$ cat src/core/lcdd_pkg.sv
// package for the character display instruction decoder
// holds timing counts, instruction bit positions, reset values and encodings
// assumes a 10 MHz core clock feeding the decoder
package lcdd_pkg;

  // ************************************************************
  // timing
  // ************************************************************
  localparam int CLK_PERIOD_NS = 100;      // core clock period
  localparam int EXEC_SHORT_US = 53;       // ordinary instruction execution time
  localparam int EXEC_LONG_US = 2160;      // clear / return-home execution time
  // round down: busy must be gone inside the longest allowed time
  localparam int SHORT_CYCLES = (EXEC_SHORT_US * 1000) / CLK_PERIOD_NS;
  localparam int LONG_CYCLES_DEF = (EXEC_LONG_US * 1000) / CLK_PERIOD_NS;
  localparam int CNT_W = 15;               // busy counter width, holds LONG_CYCLES_DEF

  // ************************************************************
  // memory layout
  // ************************************************************
  localparam int MEM_AW = 8;               // text half at top, glyph half at bottom
  localparam logic [MEM_AW-1:0] FILL_LAST = 8'hFF; // last text location to blank
  localparam logic [7:0] SPACE_CODE = 8'h20;
  localparam logic [6:0] HOME_ADDR = 7'h00;

  // ************************************************************
  // instruction bit positions
  // ************************************************************
  localparam int BIT_ADV_INC = 1;          // entry: advance direction
  localparam int BIT_ADV_SHIFT = 0;        // entry: whole-display shift
  localparam int BIT_DISP_ON = 2;          // control: display on
  localparam int BIT_CUR_ON = 1;           // control: cursor visible
  localparam int BIT_BLINK = 0;            // control: cursor blink
  localparam int BIT_SHIFT_DISP = 3;       // shift: display rather than cursor
  localparam int BIT_SHIFT_RIGHT = 2;      // shift: direction
  localparam int BIT_BUS_WIDTH = 4;        // function: 8-bit when set
  localparam int BIT_TWO_LINES = 3;        // function: two lines when set
  localparam int BIT_TALL_FONT = 2;        // function: 5x10 glyph when set

  // ************************************************************
  // reset values
  // ************************************************************
  localparam logic RST_ADV_INC = 1'b1;
  localparam logic RST_ADV_SHIFT = 1'b0;
  localparam logic RST_DISP_ON = 1'b0;
  localparam logic RST_CUR_ON = 1'b0;
  localparam logic RST_BLINK = 1'b0;
  localparam logic RST_BUS_WIDTH = 1'b1;
  localparam logic RST_TWO_LINES = 1'b0;
  localparam logic RST_TALL_FONT = 1'b0;

  // ************************************************************
  // encodings
  // ************************************************************
  typedef enum logic [3:0] {
    CMD_NONE = 4'h0, CMD_CLEAR = 4'h1, CMD_HOME = 4'h2, CMD_ENTRY = 4'h3,
    CMD_CONTROL = 4'h4, CMD_SHIFT = 4'h5, CMD_FUNCTION = 4'h6,
    CMD_GLYPH_ADDR = 4'h7, CMD_TEXT_ADDR = 4'h8
  } lcdd_cmd_t;

  // gray along idle -> wait -> idle and fill -> wait; idle -> fill is rare
  typedef enum logic [1:0] {
    ST_IDLE = 2'b00, ST_WAIT = 2'b01, ST_FILL = 2'b11
  } lcdd_state_t;

endpackage : lcdd_pkg

$ cat src/core/lcdd_mem.sv
// small memory holding display text and glyph patterns
// assumes a single clock; read data registered, no reset on the array
`timescale 1ns/1ps
`default_nettype none
module lcdd_mem
  import lcdd_pkg::*;
(
  // clock
  input wire logic clock,
  // access port
  input wire logic wr_en,
  input wire logic [MEM_AW-1:0] addr,
  input wire logic [7:0] wr_data,
  output logic [7:0] rd_data
);

  logic [7:0] store [0:(1<<MEM_AW)-1]; // bytes, text and glyph halves

  // ************************************************************
  // write and registered read
  // ************************************************************
  // read-before-write: rd_data shows the old byte on a write cycle
  always_ff @(posedge clock) begin
    if (wr_en) begin
      store[addr] <= wr_data;
    end
    rd_data <= store[addr];
  end

endmodule : lcdd_mem
`default_nettype wire

$ cat src/core/lcdd_top.sv
// character display instruction decoder and host port
// assumes the host pins are asynchronous to clock and are synchronised here
`timescale 1ns/1ps
`default_nettype none
module lcdd_top
  import lcdd_pkg::*;
#(
  parameter int LONG_CYCLES = LONG_CYCLES_DEF // long busy time, shorten for simulation
)
(
  // clock and reset
  input wire logic clock,
  input wire logic resetn,
  // host pins
  input wire logic target_select,
  input wire logic read_mode,
  input wire logic strobe,
  input wire logic [7:0] host_data_lines_in,
  output logic [7:0] host_data_lines_out,
  output logic host_data_lines_oe,
  // decoder state
  output logic busy_indicator,
  output logic display_on,
  output logic cursor_on,
  output logic blink_on,
  output logic bus_width,
  output logic two_lines,
  output logic tall_font,
  output logic [6:0] shift_offset
);

  // ************************************************************
  // reset release
  // ************************************************************
  logic rst_q1; // first release stage
  logic rst_n; // released reset used everywhere else

  // reset asserts at once and releases after two edges
  always_ff @(posedge clock or negedge resetn) begin
    if (!resetn) begin
      rst_q1 <= 1'b0;
      rst_n <= 1'b0;
    end else begin
      rst_q1 <= 1'b1;
      rst_n <= rst_q1;
    end
  end

  // ************************************************************
  // pin synchronisers
  // ************************************************************
  logic [10:0] pin_q1; // first stage, read only by the second
  logic [10:0] pin_q2; // settled pin levels
  logic strobe_d; // previous settled strobe, for edges
  logic sel_s; // settled select
  logic rd_s; // settled direction
  logic strobe_s; // settled strobe
  logic [7:0] data_s; // settled data lines

  // two flops on every host pin before any logic looks at it
  always_ff @(posedge clock or negedge rst_n) begin
    if (!rst_n) begin
      pin_q1 <= 11'h000;
      pin_q2 <= 11'h000;
      strobe_d <= 1'b0;
    end else begin
      pin_q1 <= {target_select, read_mode, strobe, host_data_lines_in};
      pin_q2 <= pin_q1;
      strobe_d <= pin_q2[8];
    end
  end

  assign sel_s = pin_q2[10];
  assign rd_s = pin_q2[9];
  assign strobe_s = pin_q2[8];
  assign data_s = pin_q2[7:0];

  logic strobe_rise; // strobe went high
  logic strobe_fall; // strobe went low
  assign strobe_rise = strobe_s & ~strobe_d;
  assign strobe_fall = ~strobe_s & strobe_d;

  // ************************************************************
  // capture while strobe high
  // ************************************************************
  logic cap_sel; // select seen during the strobe
  logic cap_rd; // direction seen during the strobe
  logic [7:0] cap_data; // data seen during the strobe

  // keep the last levels from the high phase so the hold time after
  // the fall is not needed inside the synchroniser delay
  always_ff @(posedge clock or negedge rst_n) begin
    if (!rst_n) begin
      cap_sel <= 1'b0;
      cap_rd <= 1'b0;
      cap_data <= 8'h00;
    end else if (strobe_s) begin
      cap_sel <= sel_s;
      cap_rd <= rd_s;
      cap_data <= data_s;
    end
  end

  // ************************************************************
  // nibble pairing
  // ************************************************************
  logic low_phase; // next transfer carries the low nibble
  logic [3:0] high_nib; // high nibble held from the first transfer
  logic byte_done; // this fall completes a whole byte
  logic [7:0] full_byte; // assembled byte for this fall
  logic width_change; // function set is changing the bus width

  assign byte_done = strobe_fall & (bus_width | low_phase);
  assign full_byte = bus_width ? cap_data : {high_nib, cap_data[7:4]};

  // in four-bit mode every transfer, read or write, flips the phase
  always_ff @(posedge clock or negedge rst_n) begin
    if (!rst_n) begin
      low_phase <= 1'b0;
      high_nib <= 4'h0;
    end else if (width_change) begin
      low_phase <= 1'b0; // a new width always starts on a high nibble
    end else if (strobe_fall && !bus_width) begin
      low_phase <= ~low_phase;
      if (!low_phase) begin
        high_nib <= cap_data[7:4];
      end
    end
  end

  // ************************************************************
  // instruction decode
  // ************************************************************
  // the highest set bit names the instruction
  function automatic lcdd_cmd_t decode_cmd(input logic [7:0] code);
    lcdd_cmd_t c;
    c = CMD_NONE;
    if (code[7]) c = CMD_TEXT_ADDR;
    else if (code[6]) c = CMD_GLYPH_ADDR;
    else if (code[5]) c = CMD_FUNCTION;
    else if (code[4]) c = CMD_SHIFT;
    else if (code[3]) c = CMD_CONTROL;
    else if (code[2]) c = CMD_ENTRY;
    else if (code[1]) c = CMD_HOME;
    else if (code[0]) c = CMD_CLEAR;
    return c;
  endfunction : decode_cmd

  lcdd_state_t state; // execution state
  logic go; // a whole byte, write or read, is accepted this cycle
  logic instr_go; // an instruction write is accepted
  logic data_wr_go; // a data write is accepted
  logic data_rd_go; // a data read has completed
  lcdd_cmd_t cmd; // decoded instruction

  // while busy, writes and data reads are dropped; status reads still work
  assign go = byte_done & ~busy_indicator;
  assign instr_go = go & ~cap_rd & ~cap_sel;
  assign data_wr_go = go & ~cap_rd & cap_sel;
  assign data_rd_go = go & cap_rd & cap_sel;
  assign cmd = instr_go ? decode_cmd(full_byte) : CMD_NONE;
  assign width_change = (cmd == CMD_FUNCTION) && (full_byte[BIT_BUS_WIDTH] != bus_width);

  // ************************************************************
  // mode flags
  // ************************************************************
  logic adv_inc; // position steps up after data access
  logic adv_shift; // display shifts with each text data write

  // flag registers loaded by their own instruction
  always_ff @(posedge clock or negedge rst_n) begin
    if (!rst_n) begin
      adv_inc <= RST_ADV_INC;
      adv_shift <= RST_ADV_SHIFT;
      display_on <= RST_DISP_ON;
      cursor_on <= RST_CUR_ON;
      blink_on <= RST_BLINK;
      bus_width <= RST_BUS_WIDTH;
      two_lines <= RST_TWO_LINES;
      tall_font <= RST_TALL_FONT;
    end else begin
      unique case (cmd)
        CMD_ENTRY: begin
          adv_inc <= full_byte[BIT_ADV_INC];
          adv_shift <= full_byte[BIT_ADV_SHIFT];
        end
        CMD_CONTROL: begin
          display_on <= full_byte[BIT_DISP_ON];
          cursor_on <= full_byte[BIT_CUR_ON];
          blink_on <= full_byte[BIT_BLINK];
        end
        CMD_FUNCTION: begin
          bus_width <= full_byte[BIT_BUS_WIDTH];
          two_lines <= full_byte[BIT_TWO_LINES];
          tall_font <= full_byte[BIT_TALL_FONT];
        end
        default: begin
          // other instructions leave the flags alone
        end
      endcase
    end
  end

  // ************************************************************
  // position counter, memory select and display shift
  // ************************************************************
  logic [6:0] position_counter; // current memory position
  logic glyph_sel; // data accesses go to glyph memory
  logic [6:0] pos_step; // position after one step

  // glyph memory wraps in six bits, text memory in seven
  always_comb begin
    pos_step = adv_inc ? position_counter + 7'd1 : position_counter - 7'd1;
    if (glyph_sel) begin
      pos_step[6] = 1'b0;
    end
  end

  always_ff @(posedge clock or negedge rst_n) begin
    if (!rst_n) begin
      position_counter <= HOME_ADDR;
      glyph_sel <= 1'b0;
      shift_offset <= 7'h00;
    end else begin
      unique case (cmd)
        CMD_CLEAR: begin
          position_counter <= HOME_ADDR;
          glyph_sel <= 1'b0;
        end
        CMD_HOME: begin
          position_counter <= HOME_ADDR;
          glyph_sel <= 1'b0;
          shift_offset <= 7'h00;
        end
        CMD_SHIFT: begin
          // only the counter or the offset moves, memory is untouched
          if (full_byte[BIT_SHIFT_DISP]) begin
            shift_offset <= full_byte[BIT_SHIFT_RIGHT] ? shift_offset + 7'd1
                                                       : shift_offset - 7'd1;
          end else begin
            position_counter <= full_byte[BIT_SHIFT_RIGHT] ? position_counter + 7'd1
                                                           : position_counter - 7'd1;
          end
        end
        CMD_GLYPH_ADDR: begin
          position_counter <= {1'b0, full_byte[5:0]};
          glyph_sel <= 1'b1;
        end
        CMD_TEXT_ADDR: begin
          position_counter <= full_byte[6:0];
          glyph_sel <= 1'b0;
        end
        default: begin
          if (data_wr_go || data_rd_go) begin
            position_counter <= pos_step;
          end
          if (data_wr_go && adv_shift && !glyph_sel) begin
            shift_offset <= adv_inc ? shift_offset + 7'd1 : shift_offset - 7'd1;
          end
        end
      endcase
    end
  end

  // ************************************************************
  // busy sequencing
  // ************************************************************
  logic [CNT_W-1:0] wait_cnt; // cycles left of the current execution
  logic [MEM_AW-1:0] fill_addr; // text location being blanked
  logic [CNT_W-1:0] long_cnt; // long time at counter width
  logic [CNT_W-1:0] short_cnt; // short time at counter width

  assign long_cnt = CNT_W'(LONG_CYCLES - 1);
  assign short_cnt = CNT_W'(SHORT_CYCLES - 1);

  // reset lands in the fill state: the automatic start-up blanks the
  // text and holds busy for the long time with no host help
  always_ff @(posedge clock or negedge rst_n) begin
    if (!rst_n) begin
      state <= ST_FILL;
      busy_indicator <= 1'b1;
      wait_cnt <= CNT_W'(LONG_CYCLES - 1);
      fill_addr <= {1'b1, HOME_ADDR};
    end else begin
      unique case (state)
        ST_IDLE: begin
          if (cmd == CMD_CLEAR) begin
            state <= ST_FILL;
            busy_indicator <= 1'b1;
            wait_cnt <= long_cnt;
            fill_addr <= {1'b1, HOME_ADDR};
          end else if (cmd == CMD_HOME) begin
            state <= ST_WAIT;
            busy_indicator <= 1'b1;
            wait_cnt <= long_cnt;
          end else if (instr_go || data_wr_go || data_rd_go) begin
            state <= ST_WAIT;
            busy_indicator <= 1'b1;
            wait_cnt <= short_cnt;
          end
        end
        ST_FILL: begin
          // one text location per cycle, far shorter than the long time
          wait_cnt <= wait_cnt - CNT_W'(1);
          fill_addr <= fill_addr + MEM_AW'(1);
          if (fill_addr == FILL_LAST) begin
            state <= ST_WAIT;
          end
        end
        ST_WAIT: begin
          if (wait_cnt == '0) begin
            state <= ST_IDLE;
            busy_indicator <= 1'b0;
          end else begin
            wait_cnt <= wait_cnt - CNT_W'(1);
          end
        end
        default: begin
          state <= ST_IDLE;
          busy_indicator <= 1'b0;
        end
      endcase
    end
  end

  // ************************************************************
  // memory access
  // ************************************************************
  logic mem_we; // write strobe to the store
  logic [MEM_AW-1:0] mem_addr; // store address
  logic [7:0] mem_wdata; // store write byte
  logic [7:0] mem_rdata; // registered read byte

  // fill owns the port while blanking; otherwise the position does
  always_comb begin
    if (state == ST_FILL) begin
      mem_we = 1'b1;
      mem_addr = fill_addr;
      mem_wdata = SPACE_CODE;
    end else begin
      mem_we = data_wr_go;
      mem_addr = glyph_sel ? {2'b00, position_counter[5:0]} : {1'b1, position_counter};
      mem_wdata = full_byte;
    end
  end

  lcdd_mem u_mem (
    .clock(clock),
    .wr_en(mem_we),
    .addr(mem_addr),
    .wr_data(mem_wdata),
    .rd_data(mem_rdata)
  );

  // ************************************************************
  // read path
  // ************************************************************
  logic [7:0] rd_byte; // byte being returned, held for the low nibble
  logic [7:0] rd_pick; // byte chosen at this rise

  // select high reads memory, low reads busy and position
  assign rd_pick = sel_s ? mem_rdata : {busy_indicator, position_counter};

  // the pins are driven only while the strobe stays high in read mode
  always_ff @(posedge clock or negedge rst_n) begin
    if (!rst_n) begin
      rd_byte <= 8'h00;
      host_data_lines_out <= 8'h00;
      host_data_lines_oe <= 1'b0;
    end else begin
      host_data_lines_oe <= strobe_s & rd_s;
      if (strobe_rise && rd_s) begin
        if (bus_width) begin
          rd_byte <= rd_pick;
          host_data_lines_out <= rd_pick;
        end else if (!low_phase) begin
          rd_byte <= rd_pick;
          host_data_lines_out <= {rd_pick[7:4], 4'h0};
        end else begin
          host_data_lines_out <= {rd_byte[3:0], 4'h0};
        end
      end
    end
  end

endmodule : lcdd_top
`default_nettype wire

$ cat config.mk
export PLATFORM = sky130hd
export DESIGN_NAME = lcdd_top
export DESIGN_NICKNAME = d
export VERILOG_FILES = /design/src/core/lcdd_pkg.sv /design/src/core/lcdd_mem.sv /design/src/core/lcdd_top.sv
export SDC_FILE = /design/constraint.sdc
export NUM_CORES = 2
export LEC_CHECK = 0
export BUFFER_PORTS_ARGS = -buffer_cell sky130_fd_sc_hd__buf_2
export CORE_MARGIN = 10
export CORE_UTILIZATION = 52
export DETAILED_ROUTE_END_ITERATION = 8
export GPL_ROUTABILITY_DRIVEN = 0
export PLACE_DENSITY_LB_ADDON = 0.08
export SLEW_MARGIN = 10
export SYNTH_ARGS = -nofsm -noshare
export SYNTH_HDL_FRONTEND = slang
export SYNTH_SLANG_ARGS = --single-unit
$ cat constraint.sdc
create_clock -name clock -period 4 [get_ports clock]
set_clock_uncertainty 0.15 [all_clocks]
set_input_delay 0.4 -clock clock [delete_from_list [all_inputs] [get_ports clock]]
set_output_delay 0.4 -clock clock [all_outputs]
set_load 0.02 [all_outputs]
==> results.json <==
{
  "fin_cells": 7802,
  "wl_mm": 251.6,
  "cts_tree": "yes",
  "vias_per_cell": 6.259,
  "worst_path_max_delay_cell": "dfstp_2",
  "clock_tree.root_cell": "clkbuf_16",
  "insertion_delay_ns": 0.84,
  "hold_path.class": "input pin to flop",
  "placed_area_um2": 93140,
  "p_sw_mw": 23.53,
  "clkTransAtPathRegs_ns": 0.06,
  "cts.sinks": 2158,
  "wl_per_cell_um": 32.25,
  "io_pins": 36,
  "final-setup-viol-count": 0,
  "hold_violations": 0,
  "synth_flop_cell": "edfxtp_1",
  "finalCritPeriodShare": 0.9918,
  "first_pass_iters": 9,
  "swShare": 0.3320,
  "grt_pass1_wl_mm": 359.0,
  "maxSlewHeadroom": 0.1246,
  "synth_fa_ha_area_frac": 0.001473,
  "period_needed_ns": 3.967,
  "cp-startpoint": "state[1]$_DFFE_PN1P_",
  "synth-simple-area-share": 0.06338,
  "arrival_ns": 4.51,
  "utilization": 0.6167,
  "synth_compound_area_frac": 0.03615,
  "status": "finished, final reports clean",
  "synth_mux_area_frac": 0.1251,
  "p_int_mw": 47.35,
  "die-height_um": 424.2,
  "initial_core_util": 0.5226,
  "r2r_cells": 10,
  "hp-start": "host_data_lines_in[2]",
  "required_ns": 4.54,
  "r2r_end": "u_mem.rd_data[7]$_DFF_P_",
  "synth-xor-area-share": 0.001546,
  "post-place-ws_ns": -0.3489,
  "crit_type": "flop to flop",
  "nets": 5470,
  "postSynthAreaPerCell_um2": 17.94,
  "ys_types": 71,
  "drt.antenna.violating_nets": 0,
  "r2r_start": "state[1]$_DFFE_PN1P_",
  "syn_nets": 4759,
  "endpoint_kind": "flop",
  "peakVddDrop_mv": 0.6524,
  "clockBufferDepth": 3,
  "dr_total_vias": 48829,
  "cp_cell_sequence": "ha_4 -> mux2_8 -> buf_4 -> buf_12 -> mux4_2 -> a22oi_1 -> a21oi_1 -> or4_1 -> a2111oi_1 -> nand4_1",
  "coreArea_um2": 162600,
  "final_cell_mix": "2048 x edfxtp_1, 656 x buf_4, 527 x nand2_1, 411 x mux4_2, 359 x nor2_1",
  "drtIter0Drc": 6916,
  "synth_top_family_by_area": "multiplexers",
  "fin_area_um2": 100300,
  "async_flop_share": 0.04727,
  "drc": 0,
  "layout_setup_ws_ns": 0.03274,
  "grt_max_degree": 152,
  "whs_endpoint": "pin_q1[2]$_DFF_PN0_",
  "crit_path_max_fanout": 24,
  "p_leak_nw": 33.57,
  "layout_commonest_cell": "edfxtp_1",
  "portBuffers": 35,
  "die-area_um2": 180000,
  "worstMarginPinSlew_ns": 1.308,
  "ys.warnings.count": 0,
  "cts_made_buffers": 215,
  "grt_overflow": 0,
  "hold_depth": 2,
  "synth_seq_cells": 2158,
  "r2r_setup_slack_ns": 0.03,
  "synth_area_um2": 84970,
  "final-max-slew-violation-count": 0,
  "netlist_instances": 4736,
  "critPathLaunchType": "flop",
  "fmax_ghz": 0.2521,
  "grt_pass1_vias": 47662,
  "power_density_nw_per_um2": 706.9,
  "ys_seq_area_frac": 0.7559,
  "seq_power_share": 0.395,
  "p_clk_frac": 0.281,
  "placed_cells": 7387,
  "die_w_um": 424.2,
  "rsz0062_at_grt": "yes",
  "cp_slowest_stage_delay_ns": 0.56,
  "h-tree-depth": 4,
  "rows": 148,
  "drv_cap": 0,
  "antenna_found_initial": 10,
  "p_comb_frac": 0.324,
  "dp_hpwl_mm": 165.5,
  "grt_util_all_layers": 0.2782,
  "synth_edf_count": 2048,
  "drive_gt1_frac": 0.2774,
  "syn2layout_area_growth_pct": 18.01
}
-- registers in the layout, summed over array words and instances (netlist names), 7 cells and up --
name / cells
host_data_lines_out: 8
cap_data: 8
u_mem.rd_data: 8
pin_q2: 11
position_counter: 7
shift_offset: 7
pin_q1: 11
fill_addr: 8
wait_cnt: 15
u_mem.store: 2048
-- how the worst max path moves through the flow --
stage,end,slack [ns]
2_1_floorplan,u_mem.store[0][6]$_DFFE_PP_,-0.04
3_3_place_gp,u_mem.rd_data[2]$_DFF_P_,-0.46
3_5_place_dp,u_mem.rd_data[3]$_DFF_P_,-0.35
4_1_cts,u_mem.rd_data[6]$_DFF_P_,0.01
5_1_grt,u_mem.rd_data[6]$_DFF_P_,-0.02
6_report,u_mem.rd_data[7]$_DFF_P_,0.03
-- critical path, delay by kind of cell, from the launching register on --
family	cells	cell delay [ns]
multiplexers	2	1.01
adder cells (fa/ha/maj)	1	0.19
AO/OA/AOI/OAI	3	0.85
AND/OR/NAND/NOR	2	0.69
flip-flops	1	0.56
buffers and inverters	2	0.34
-- routing by layer --
metal | vias to the layer above | global-route usage | wire length, um
met5 | - | 0 | 46
met4 | 6 | 0.1041 | 10230
met3 | 496 | 0.05953 | 24430
met2 | 2548 | 0.4249 | 115800
met1 | 25422 | 0.3967 | 101100
li1 | 20357 | - | -
-- area by class of cell --
cell class,count,area [um2]
clock inverter,120,1172
inverter,17,63.81
antenna,4,10.01
clock buffer,273,5734
multi-input combinational,2279,19680
fill,11831,62310
timing repair buffer,776,6656
sequential,2158,64230
tap,2175,2721
-- cells in the mapped netlist (8+ instances only) --
cell / n / share of area
buf_6: 10 / 0.0013
and3_1: 22 / 0.0016
nand2_1: 527 / 0.023
dfrtp_1: 87 / 0.026
inv_1: 17 / 0.00075
dfxtp_1: 8 / 0.0019
a222oi_1: 12 / 0.0014
mux2i_1: 109 / 0.013
mux4_2: 411 / 0.11
a21oi_1: 96 / 0.0057
buf_2: 80 / 0.0047
a311oi_1: 18 / 0.0019
clkbuf_1: 135 / 0.0060
a32oi_1: 18 / 0.0019
ha_1: 10 / 0.0015
nor2b_1: 10 / 0.00074
o22ai_1: 17 / 0.0013
a22oi_1: 84 / 0.0074
a221oi_1: 17 / 0.0018
buf_1: 33 / 0.0015
edfxtp_1: 2048 / 0.72
xor2_1: 8 / 0.00082
nor3_1: 23 / 0.0014
buf_4: 24 / 0.0021
or3_1: 10 / 0.00074
a22o_1: 10 / 0.0010
a31oi_1: 43 / 0.0032
dfstp_2: 15 / 0.0046
nor2_1: 369 / 0.016
nand3_1: 203 / 0.012
o21ai_0: 67 / 0.0039
a211oi_1: 12 / 0.0011
nand4_1: 41 / 0.0030
mux2_2: 24 / 0.0032
-- cell families after synthesis --
| family | Yosys count |
|---|---|
| adder cells (fa/ha/maj) | 10 |
| buffers and inverters | 299 |
| flip-flops | 2158 |
| multiplexers | 545 |
| XOR/XNOR | 15 |
| other | 1 |
| AND/OR/NAND/NOR | 1256 |
| AO/OA/AOI/OAI | 452 |
-- power by group through the flow --
stage               Clock, mW  Combinational, mW  Sequential, mW
global route             21.1               24.0            28.0
finish                   19.9               23.0            28.0
floorplan                   0               11.9            28.5
CTS                      20.2               22.8            27.9
global placement            0               22.6            28.4
detailed placement          0               22.7            28.4
-- timing repair --
item                                   CTS  global route
endpoints found under the hold margin   13             0
setup endpoints to repair                3             4
buffers inserted                         2             3
gates resized for setup                  5             2
pin swaps                                1             0
hold buffers                            13             0
-- per-stage QoR --
step	power, mW	setup TNS [ns]	hold WS, ns
2_1_floorplan	40.36	-67.02	-0.04559
3_3_place_gp	50.96	-0.7830	0.03600
3_5_place_dp	51.12	-0.5318	0.04248
4_1_cts	70.94	0	0.004802
5_1_grt	73.05	-0.01921	0.03197
6_report	70.88	0	0.06605
(Power assumes the default switching activity.)
